==> src/rwi_pkg.sv <==
package rwi_pkg;
   localparam int PC_W = 21;
   localparam int SP_W = 5;
   localparam int STACK_DEPTH = 31;
   localparam logic [20:0] RESET_VECTOR = 21'h000000;
   localparam logic [20:0] HIGH_VECTOR = 21'h000008;
   localparam logic [20:0] LOW_VECTOR = 21'h000018;
   localparam logic [20:0] PC_STEP = 21'h000002;
   localparam logic [4:0] SP_RESET = 5'h00;
   localparam logic [4:0] SP_FULL = 5'h1f;
   // Register indices on the plain register port.
   localparam logic [3:0] A_FLAGS = 4'h0;
   localparam logic [3:0] A_ENABLE = 4'h1;
   localparam logic [3:0] A_CTRL = 4'h2;
   localparam logic [3:0] A_PC_LOW = 4'h3;
   localparam logic [3:0] A_PC_HIGH = 4'h4;
   localparam logic [3:0] A_PC_UPPER = 4'h5;
   localparam logic [3:0] A_TOS_LOW = 4'h6;
   localparam logic [3:0] A_TOS_HIGH = 4'h7;
   localparam logic [3:0] A_TOS_UPPER = 4'h8;
   localparam logic [3:0] A_SP = 4'h9;
   localparam logic [3:0] A_EV_STAT = 4'ha;
   localparam logic [3:0] A_EV_CLR = 4'hb;
   localparam logic [3:0] A_EV_EN = 4'hc;
   localparam logic [3:0] A_SLEEP = 4'hd;
   localparam int FLAG_W = 6;
   localparam logic [5:0] FLAG_IMPL = 6'h3f;
   localparam logic [7:0] UPPER_IMPL = 8'h1f;
   localparam int CTRL_LOWEN = 0;
   localparam int CTRL_HIGHEN = 1;
   localparam int EV_W = 3;
   localparam int EV_WAKE_IRQ = 0;
   localparam int EV_WAKE_WDOG = 1;
   localparam int EV_VECTOR = 2;
   typedef enum logic [1:0] {
      RWI_RUN = 2'b00,
      RWI_SLEEP = 2'b01,
      RWI_PUSH = 2'b10
   } rwi_state_e;
   typedef struct packed {
      logic [3:0] addr;
      logic [7:0] wdata;
      logic wr;
      logic rd;
   } rwi_bus_s;
endpackage

==> src/rwi_core.sv <==
`timescale 1ns/1ps
`default_nettype none
module rwi_core (
   input wire logic CLOCK,
   input wire logic RESET,
   input wire logic [3:0] ADDR,
   input wire logic [7:0] WDATA,
   input wire logic WR,
   input wire logic RD,
   output logic [7:0] RDATA,
   input wire logic [5:0] IRQ_IN,
   input wire logic [5:0] IRQ_HIGH_PRIO,
   input wire logic WATCHDOG_TIMEOUT,
   input wire logic MASTER_CLEAR_INPUT,
   output logic SLEEPING,
   output logic [20:0] PC_OUT,
   output logic IRQ
);
   rwi_pkg::rwi_state_e state_reg;
   rwi_pkg::rwi_state_e state_next;
   rwi_pkg::rwi_bus_s bus;
   logic [5:0] flag_reg;
   logic [5:0] en_reg;
   logic [1:0] ctrl_reg;
   logic [20:0] pc_reg;
   logic [4:0] sp_reg;
   // Location zero has no storage: an empty stack reads back as zero.
   logic [20:0] stack_mem [1:rwi_pkg::STACK_DEPTH];
   logic [2:0] ev_stat_reg;
   logic [2:0] ev_en_reg;
   logic [7:0] rdata_reg;
   logic [1:0] wdog_sync;
   logic [1:0] clr_sync;
   logic [5:0] irq_s1;
   logic [5:0] irq_s2;
   logic wdog_d;

   assign bus = '{addr: ADDR, wdata: WDATA, wr: WR, rd: RD};

   // Only a rising timeout wakes, so a stuck timeout cannot retrigger.
   wire wdog_rise = wdog_sync[1] & ~wdog_d;
   wire hard_clear = clr_sync[1];
   wire [5:0] pending = flag_reg & en_reg;
   wire hi_pend = |(pending & IRQ_HIGH_PRIO);
   wire gie_any = ctrl_reg[rwi_pkg::CTRL_LOWEN] | ctrl_reg[rwi_pkg::CTRL_HIGHEN];
   wire vec_hi = hi_pend & ctrl_reg[rwi_pkg::CTRL_HIGHEN];
   wire irq_wake = state_reg == rwi_pkg::RWI_SLEEP && |pending;
   wire wdog_wake = state_reg == rwi_pkg::RWI_SLEEP && wdog_rise;
   wire wr_flags = bus.wr && bus.addr == rwi_pkg::A_FLAGS;
   wire wr_en = bus.wr && bus.addr == rwi_pkg::A_ENABLE;
   wire wr_ctrl = bus.wr && bus.addr == rwi_pkg::A_CTRL;
   wire wr_sp = bus.wr && bus.addr == rwi_pkg::A_SP;
   wire wr_evclr = bus.wr && bus.addr == rwi_pkg::A_EV_CLR;
   wire wr_even = bus.wr && bus.addr == rwi_pkg::A_EV_EN;
   wire wr_sleep = bus.wr && bus.addr == rwi_pkg::A_SLEEP;
   wire push = state_reg == rwi_pkg::RWI_PUSH;
   wire [4:0] sp_inc = (sp_reg == rwi_pkg::SP_FULL) ? sp_reg : sp_reg + 5'h01;
   wire [20:0] tos = (sp_reg == rwi_pkg::SP_RESET) ? 21'h000000
                                                   : stack_mem[sp_reg];
   wire [20:0] vector = vec_hi ? rwi_pkg::HIGH_VECTOR : rwi_pkg::LOW_VECTOR;
   wire [2:0] ev_set = {push, wdog_wake, irq_wake};

   always_comb begin
      state_next = state_reg;
      unique case (state_reg)
         rwi_pkg::RWI_RUN: begin
            if (wr_sleep) begin
               state_next = rwi_pkg::RWI_SLEEP;
            end
         end
         rwi_pkg::RWI_SLEEP: begin
            if (irq_wake && gie_any) begin
               state_next = rwi_pkg::RWI_PUSH;
            end else if (irq_wake || wdog_wake) begin
               state_next = rwi_pkg::RWI_RUN;
            end
         end
         rwi_pkg::RWI_PUSH: state_next = rwi_pkg::RWI_RUN;
         default: state_next = rwi_pkg::RWI_RUN;
      endcase
   end

   always_ff @(posedge CLOCK) begin
      // Two stages for every pin that comes from outside the clock domain.
      wdog_sync <= {wdog_sync[0], WATCHDOG_TIMEOUT};
      clr_sync <= {clr_sync[0], MASTER_CLEAR_INPUT};
      irq_s1 <= IRQ_IN;
      irq_s2 <= irq_s1;
      wdog_d <= wdog_sync[1];
   end

   always_ff @(posedge CLOCK) begin
      // The synchronised master clear acts like a reset, except that only RESET clears RDATA.
      if (RESET || hard_clear) begin
         state_reg <= rwi_pkg::RWI_RUN;
         flag_reg <= '0;
         en_reg <= '0;
         ctrl_reg <= '0;
         pc_reg <= rwi_pkg::RESET_VECTOR;
         sp_reg <= rwi_pkg::SP_RESET;
         ev_stat_reg <= '0;
         ev_en_reg <= '0;
      end else begin
         state_reg <= state_next;
         // Hardware set beats a software write in the same cycle.
         flag_reg <= ((wr_flags ? bus.wdata[5:0] : flag_reg) | irq_s2)
                     & rwi_pkg::FLAG_IMPL;
         if (wr_en) en_reg <= bus.wdata[5:0];
         if (wr_ctrl) ctrl_reg <= bus.wdata[1:0];
         ev_stat_reg <= (ev_stat_reg & ~(wr_evclr ? bus.wdata[2:0] : 3'h0))
                        | ev_set;
         if (wr_even) ev_en_reg <= bus.wdata[2:0];
         if (push) begin
            sp_reg <= sp_inc;
            pc_reg <= vector;
         end else if (wr_sp) begin
            sp_reg <= bus.wdata[4:0];
         end else if (state_reg == rwi_pkg::RWI_RUN && !wr_sleep) begin
            pc_reg <= pc_reg + rwi_pkg::PC_STEP;
         end
      end
   end

   // The location is written with the incremented pointer, in the same cycle as the step.
   always_ff @(posedge CLOCK) begin
      if (push && sp_reg != rwi_pkg::SP_FULL) begin
         stack_mem[sp_inc] <= pc_reg;
      end
   end

   always_comb begin
      unique case (bus.addr)
         rwi_pkg::A_FLAGS: rdata_reg = {2'b00, flag_reg};
         rwi_pkg::A_ENABLE: rdata_reg = {2'b00, en_reg};
         rwi_pkg::A_CTRL: rdata_reg = {6'h00, ctrl_reg};
         rwi_pkg::A_PC_LOW: rdata_reg = pc_reg[7:0];
         rwi_pkg::A_PC_HIGH: rdata_reg = pc_reg[15:8];
         rwi_pkg::A_PC_UPPER: rdata_reg = {3'b000, pc_reg[20:16]};
         rwi_pkg::A_TOS_LOW: rdata_reg = tos[7:0];
         rwi_pkg::A_TOS_HIGH: rdata_reg = tos[15:8];
         rwi_pkg::A_TOS_UPPER: rdata_reg = {3'b000, tos[20:16]};
         rwi_pkg::A_SP: rdata_reg = {3'b000, sp_reg};
         rwi_pkg::A_EV_STAT: rdata_reg = {5'h00, ev_stat_reg};
         rwi_pkg::A_EV_EN: rdata_reg = {5'h00, ev_en_reg};
         rwi_pkg::A_SLEEP: rdata_reg = {7'h00, state_reg == rwi_pkg::RWI_SLEEP};
         default: rdata_reg = 8'h00;
      endcase
   end

   always_ff @(posedge CLOCK) begin
      if (RESET) begin
         RDATA <= 8'h00;
      end else begin
         RDATA <= bus.rd ? rdata_reg : 8'h00;
      end
   end

   assign SLEEPING = state_reg == rwi_pkg::RWI_SLEEP;
   assign PC_OUT = pc_reg;
   assign IRQ = |(ev_stat_reg & ev_en_reg);

   a_flag_holds_wake: assert property (@(posedge CLOCK)
      disable iff (RESET || hard_clear)
      irq_wake |=> |flag_reg) else $error("wake flag lost");

   a_vector_load: assert property (@(posedge CLOCK)
      disable iff (RESET || hard_clear)
      push |=> pc_reg == rwi_pkg::HIGH_VECTOR
         || pc_reg == rwi_pkg::LOW_VECTOR) else $error("vector not loaded");

   a_low_vector: assert property (@(posedge CLOCK)
      disable iff (RESET || hard_clear)
      push && !(|(flag_reg & en_reg & IRQ_HIGH_PRIO))
      |=> pc_reg == rwi_pkg::LOW_VECTOR) else $error("low vector missed");

   a_high_vector: assert property (@(posedge CLOCK)
      disable iff (RESET || hard_clear)
      push && ctrl_reg[rwi_pkg::CTRL_HIGHEN]
      && |(flag_reg & en_reg & IRQ_HIGH_PRIO)
      |=> pc_reg == rwi_pkg::HIGH_VECTOR) else $error("high vector missed");

   a_tos_saved: assert property (@(posedge CLOCK)
      disable iff (RESET || hard_clear)
      push && sp_reg != rwi_pkg::SP_FULL |=> tos == $past(pc_reg))
      else $error("pc not pushed");

   a_sp_advance: assert property (@(posedge CLOCK)
      disable iff (RESET || hard_clear)
      push && sp_reg != rwi_pkg::SP_FULL |=> sp_reg == $past(sp_reg) + 5'h01)
      else $error("sp not advanced");

   a_push_order: assert property (@(posedge CLOCK)
      disable iff (RESET || hard_clear)
      push |=> sp_reg != rwi_pkg::SP_RESET) else $error("push order");

   a_reset_vector: assert property (@(posedge CLOCK)
      RESET |=> pc_reg == rwi_pkg::RESET_VECTOR) else $error("reset vec");

   a_clear_vector: assert property (@(posedge CLOCK)
      hard_clear |=> pc_reg == rwi_pkg::RESET_VECTOR
      && sp_reg == rwi_pkg::SP_RESET) else $error("clear vec");

   a_unimpl_zero: assert property (@(posedge CLOCK)
      disable iff (RESET)
      $past(bus.rd && bus.addr == rwi_pkg::A_FLAGS) |-> RDATA[7:6] == 2'b00)
      else $error("unimplemented bits");

   a_rdata_idle: assert property (@(posedge CLOCK)
      disable iff (RESET)
      !$past(bus.rd) |-> RDATA == 8'h00) else $error("read data lingers");

   a_wdog_keeps: assert property (@(posedge CLOCK)
      disable iff (RESET || hard_clear)
      wdog_wake && !irq_wake && !bus.wr |=> en_reg == $past(en_reg)
      && sp_reg == $past(sp_reg)) else $error("timeout wake changed");

   a_sleep_frozen: assert property (@(posedge CLOCK)
      disable iff (RESET || hard_clear)
      state_reg == rwi_pkg::RWI_SLEEP && !bus.wr
      |=> pc_reg == $past(pc_reg) && en_reg == $past(en_reg))
      else $error("sleep changed state");
endmodule
`default_nettype wire

==> config.mk <==
export PLATFORM = sky130hd
export DESIGN_NAME = rwi_core
export DESIGN_NICKNAME = d
export VERILOG_FILES = /design/src/rwi_pkg.sv /design/src/rwi_core.sv
export SDC_FILE = /design/constraint.sdc
export NUM_CORES = 1
export LEC_CHECK = 0
export ABC_AREA = 1
export ABC_CLOCK_PERIOD_IN_PS = 3500
export BUFFER_PORTS_ARGS = -buffer_cell sky130_fd_sc_hd__buf_4
export CORE_ASPECT_RATIO = 0.6
export CORE_MARGIN = 10
export CORE_UTILIZATION = 47
export DETAILED_ROUTE_END_ITERATION = 6
export PLACE_DENSITY = 0.6
export SYNTH_ARGS = -nofsm -noshare
export SYNTH_HDL_FRONTEND = slang
export SYNTH_SLANG_ARGS = --single-unit
export TNS_END_PERCENT = 100
==> constraint.sdc <==
create_clock -name CLOCK -period 3.5 [get_ports CLOCK]
set_input_delay 0.175 -clock CLOCK [delete_from_list [all_inputs] [get_ports CLOCK]]
set_output_delay 0.175 -clock CLOCK [all_outputs]
set_load 0.005 [all_outputs]
==> results.txt <==
- Clock latency on the worst-skew pair: around 600 ps
- Setup crit end kind: register
- Leading post-synthesis cells by instance count: 797 x sky130_fd_sc_hd__nand2_1, 620 x sky130_fd_sc_hd__edfxtp_1, 533 x sky130_fd_sc_hd__nand3_1
- Worst setup timing slack at the placement stage: approximately 770 ps
- Htree depth: 3
- Per-cell via count in the routed design: about 5.5
* Setup violators final: 0
* Number of warning messages in the yosys log: 0
- # fillers: roughly 5.2k
- GRT Total Usage: 21.5%
* Kind of cell adding the most delay to the critical path: simple AND/OR/NAND/NOR gates
* Unrepaired setup endpoints after global routing: no
- Total of buffers placed on input and output ports: 57
- The critical path is of the reg -> reg type.
- Summed area of non-filler cells in the final layout: 32900 sq um
- STA classifies the critical path startpoint as a register.
- The worst register-to-register path has a depth of 10.
- Post-synthesis average cell area: between 10 and 15 sq um
- On the worst path, the slowest cell contributes a delay of just over 500 ps.
- For this run, design rule violations remaining after detail routing come to 0.
- Number of violations reported at the end of detailed-routing iteration 0: 2462
- Detailed-route wire length: slightly below 80000 um
- Count of buffer and inverter cells on the critical path: 3
* Status: completed
- Routability Congestion: about 0.95
- Initial Util: 47.3%
- Core area: roughly 61000 sq um
- Via count of the first global-routing pass: between 15k and 20k
- Maximum buffer depth of the clock tree: 3
- FF-to-FF Start: sp_reg[0]
- After synthesis the netlist holds a flip-flop and latch count of ~700.
- Worst-path cell chain: ha_1 > nand2_1 > nor2_1 > inv_1 > nor2_1 > inv_1 > nand2_1 > nand3_1 > nor2_2 > buf_12
* Top-area cell type share of the netlist area: 64.7%
- Power per standard cell area: roughly 500 nW/um^2
* Worst slew margin relative to its limit: ~36%
* Pin count of the biggest net entering global routing: 120
* Worst path setup slack after routing: slightly below 700 ps
* WHS Path Cells: 5
- Between clock sinks in the finished design, the worst skew comes to about 22 ps.
- Along the worst path, the maximum fanout reaches 14.
* CTS buffer count: 66
* Clock sink total: approximately 700
- The tightest min-delay check is of the in -> reg type.
- Clock tree root buffer cell: sky130_fd_sc_hd__clkbuf_16
* Final cycle utilization of the critical path: just over 80%
- The initial antenna violation count is 2.
- Measured on the finished design, the core utilization comes to between 50 and 60%.
- The critical path runs through a total of 10 cells.
* Wirelength per Cell: about 22 um
- From bottom edge to top edge, the die measures roughly 210 um.
- Total power for the finished layout comes to 16.4 mW.
- Clock slew seen by the registers of the worst setup and hold paths: ~70 ps
* Arrival time worst endpoint: ~3100 ps
* R2r setup slk: 680 ps
- The initialized floorplan defines 70 standard-cell rows.
- Hold path start: ADDR[3]
- The number of placed instances, taps included, is around 3.5k.
- At the pin with the least slew margin, the transition time is 961 ps.
- The die covers 71800 sq um.
- The placed instances occupy a cell area of around 30000 sq um.
* CP required: 3790 ps
- Worst hold margin: a little over 50 ps
- By area the synthesized netlist is led by sky130_fd_sc_hd__edfxtp_1 65%, sky130_fd_sc_hd__nand2_1 10%, sky130_fd_sc_hd__nand3_1 9.3%, sky130_fd_sc_hd__dfxtp_1 5.4%, sky130_fd_sc_hd__inv_1 1.9%.
* Pins Over Slew Limit: 0
- Min Clock Period, post-route: about 2800 ps
- Leakage: about 12 nW
- Detailed placement ended at an HPWL of between 40000 and 50000 um.
- Hold repair after CTS inserted 18 buffers.
- After synthesis, the share of flip-flops with an asynchronous set or reset is 0%.
- Total overflow reported by the global router: 0
- Net count after synthesis: 2676
- Counting distinct cell types in the post-synthesis netlist gives 43.
- In the post-synthesis netlist, the cell with the most instances is sky130_fd_sc_hd__nand2_1.
- In this run, synthesis inferred 620 flip-flops with an integrated enable.
- Ranked by flip-flop count, first place goes to stack_mem.
- Gates resized during post-CTS repair numbered 0.
- Of all cell types, the one taking the most synthesized area is sky130_fd_sc_hd__edfxtp_1.
- Synthesized netlist cell count: 2642
- Compared with the post-synthesis result, the final layout area differs by 14.3%.
- TritonCTS built the clock tree.
- Ratio of cells with drive above 1 in the final layout: a little over a tenth
* Global-route wire length before repair: between 100000 and 150000 um
- Of the synthesized area, sequential elements account for a little over two thirds.
- For the final routed database, the setup TNS stands at 0 ps.
- Max-cap violation count: 0
* Critical Path Slowest Stage Cell: sky130_fd_sc_hd__nor2_2
- The die is ~340 um wide.
* Total number of vias: 20.0k
- Number of hold violations in the final report: 0
- Final net count: ~2.8k
* Number of placed I/O pins: 61
- The count of nets left with antenna violations once routing finished came out at 0.
- Primary flip-flop cell chosen by synthesis mapping: sky130_fd_sc_hd__edfxtp_1
* Detailed Routing Iterations Pass 1: 6
* Fmax: 0.355 GHz
* Endpoint, Worst Hold: state_reg[0]
* Peak supply drop: between 0.3 and 0.4 mV
- The number of setup buffers added after CTS is 0.
- The endpoint identified for the worst register-to-register timing path is stack_mem[25][10].
* Synthesized cell area: 28800 sq um
- Number of flip-flops under the largest register name: between 600 and 700
- The number of antenna diodes in the final layout is 0.
* Non-Filler Instances: roughly 3.6k
cells by family after synthesis:
family / count (synthesis) / synth area share [%]
compound gates: 139 / 2.64
xor+xnor: 6 / 0.183
fa+ha+maj: 4 / 0.174
buf+inv: 289 / 4.40
flops: 697 / 70.1
mux: 2 / 0.0783
other cells: 1 / 0.0130
simple gates: 1504 / 22.4
routing by layer:
| layer | routed length (um) | GRT usage, % | vias to the layer above |
|---|---|---|---|
| met1 | 36300 | 33.2 | 9731 |
| li1 | - | - | 9300 |
| met5 | 0 | 0 | - |
| met4 | 1190 | 4.61 | 0 |
| met2 | 32800 | 30.7 | 829 |
| met3 | 7850 | 4.37 | 94 |
cell type report:
type / count / area (sq um) / area share (%)
clock buffer: 82 / 1780 / 5.41
clock inverter: 35 / 377 / 1.15
inverter: 149 / 572 / 1.74
multi-input combinational: 1656 / 7420 / 22.6
sequential: 697 / 20200 / 61.4
tap: 828 / 1040 / 3.15
timing repair buffer: 162 / 1520 / 4.64
worst reg2reg max path, delay by kind of cell, from the launching register on:
kind                       cells  cell delay [ps]
and+or+nand+nor                6             1380
DFF                            1              460
adders and majority gates      1              210
buffers and inverters          3              430
cells in the final DEF (no fill, tap or decap), types with 5 or more instances in the layout:
cell / synthesis / final
sky130_fd_sc_hd__nor2_2: 2 / 33
sky130_fd_sc_hd__o211ai_1: 11 / 11
sky130_fd_sc_hd__nor3_1: 10 / 9
sky130_fd_sc_hd__nand2_1: 797 / 797
sky130_fd_sc_hd__a21oi_1: 48 / 48
sky130_fd_sc_hd__clkbuf_16: 0 / 68
sky130_fd_sc_hd__buf_4: 3 / 123
sky130_fd_sc_hd__nand3_1: 533 / 533
sky130_fd_sc_hd__o22ai_1: 10 / 10
sky130_fd_sc_hd__buf_12: 0 / 21
sky130_fd_sc_hd__inv_6: 0 / 5
sky130_fd_sc_hd__nor2_1: 134 / 103
sky130_fd_sc_hd__inv_1: 144 / 143
sky130_fd_sc_hd__clkinv_1: 2 / 15
sky130_fd_sc_hd__o21ai_0: 59 / 59
sky130_fd_sc_hd__clkbuf_1: 37 / 11
sky130_fd_sc_hd__dfxtp_1: 77 / 73
sky130_fd_sc_hd__nand4_1: 12 / 12
sky130_fd_sc_hd__clkinv_2: 0 / 7
sky130_fd_sc_hd__bufinv_16: 0 / 7
sky130_fd_sc_hd__dlygate4sd3_1: 0 / 18
sky130_fd_sc_hd__edfxtp_1: 620 / 620
worst max path at each step:
stage,start,endpoint,slack [ps]
final,sp_reg[0],stack_mem[25][10],680
after global routing,sp_reg[0],stack_mem[24][7],510
after CTS,sp_reg[0],stack_mem[24][7],740
after detailed placement,sp_reg[0],stack_mem[24][10],770
after global placement,sp_reg[0],stack_mem[25][17],770
after floorplan,sp_reg[0],stack_mem[11][10],710
report_power, final:
group	total (mW)	switching, mW	internal [mW]
Combinational	0.212	0.140	0.0724
Sequential	8.95	0.00960	8.94
Clock	7.24	3.10	4.15
Total	16.4	3.25	13.2
(Power assumes the default switching activity.)
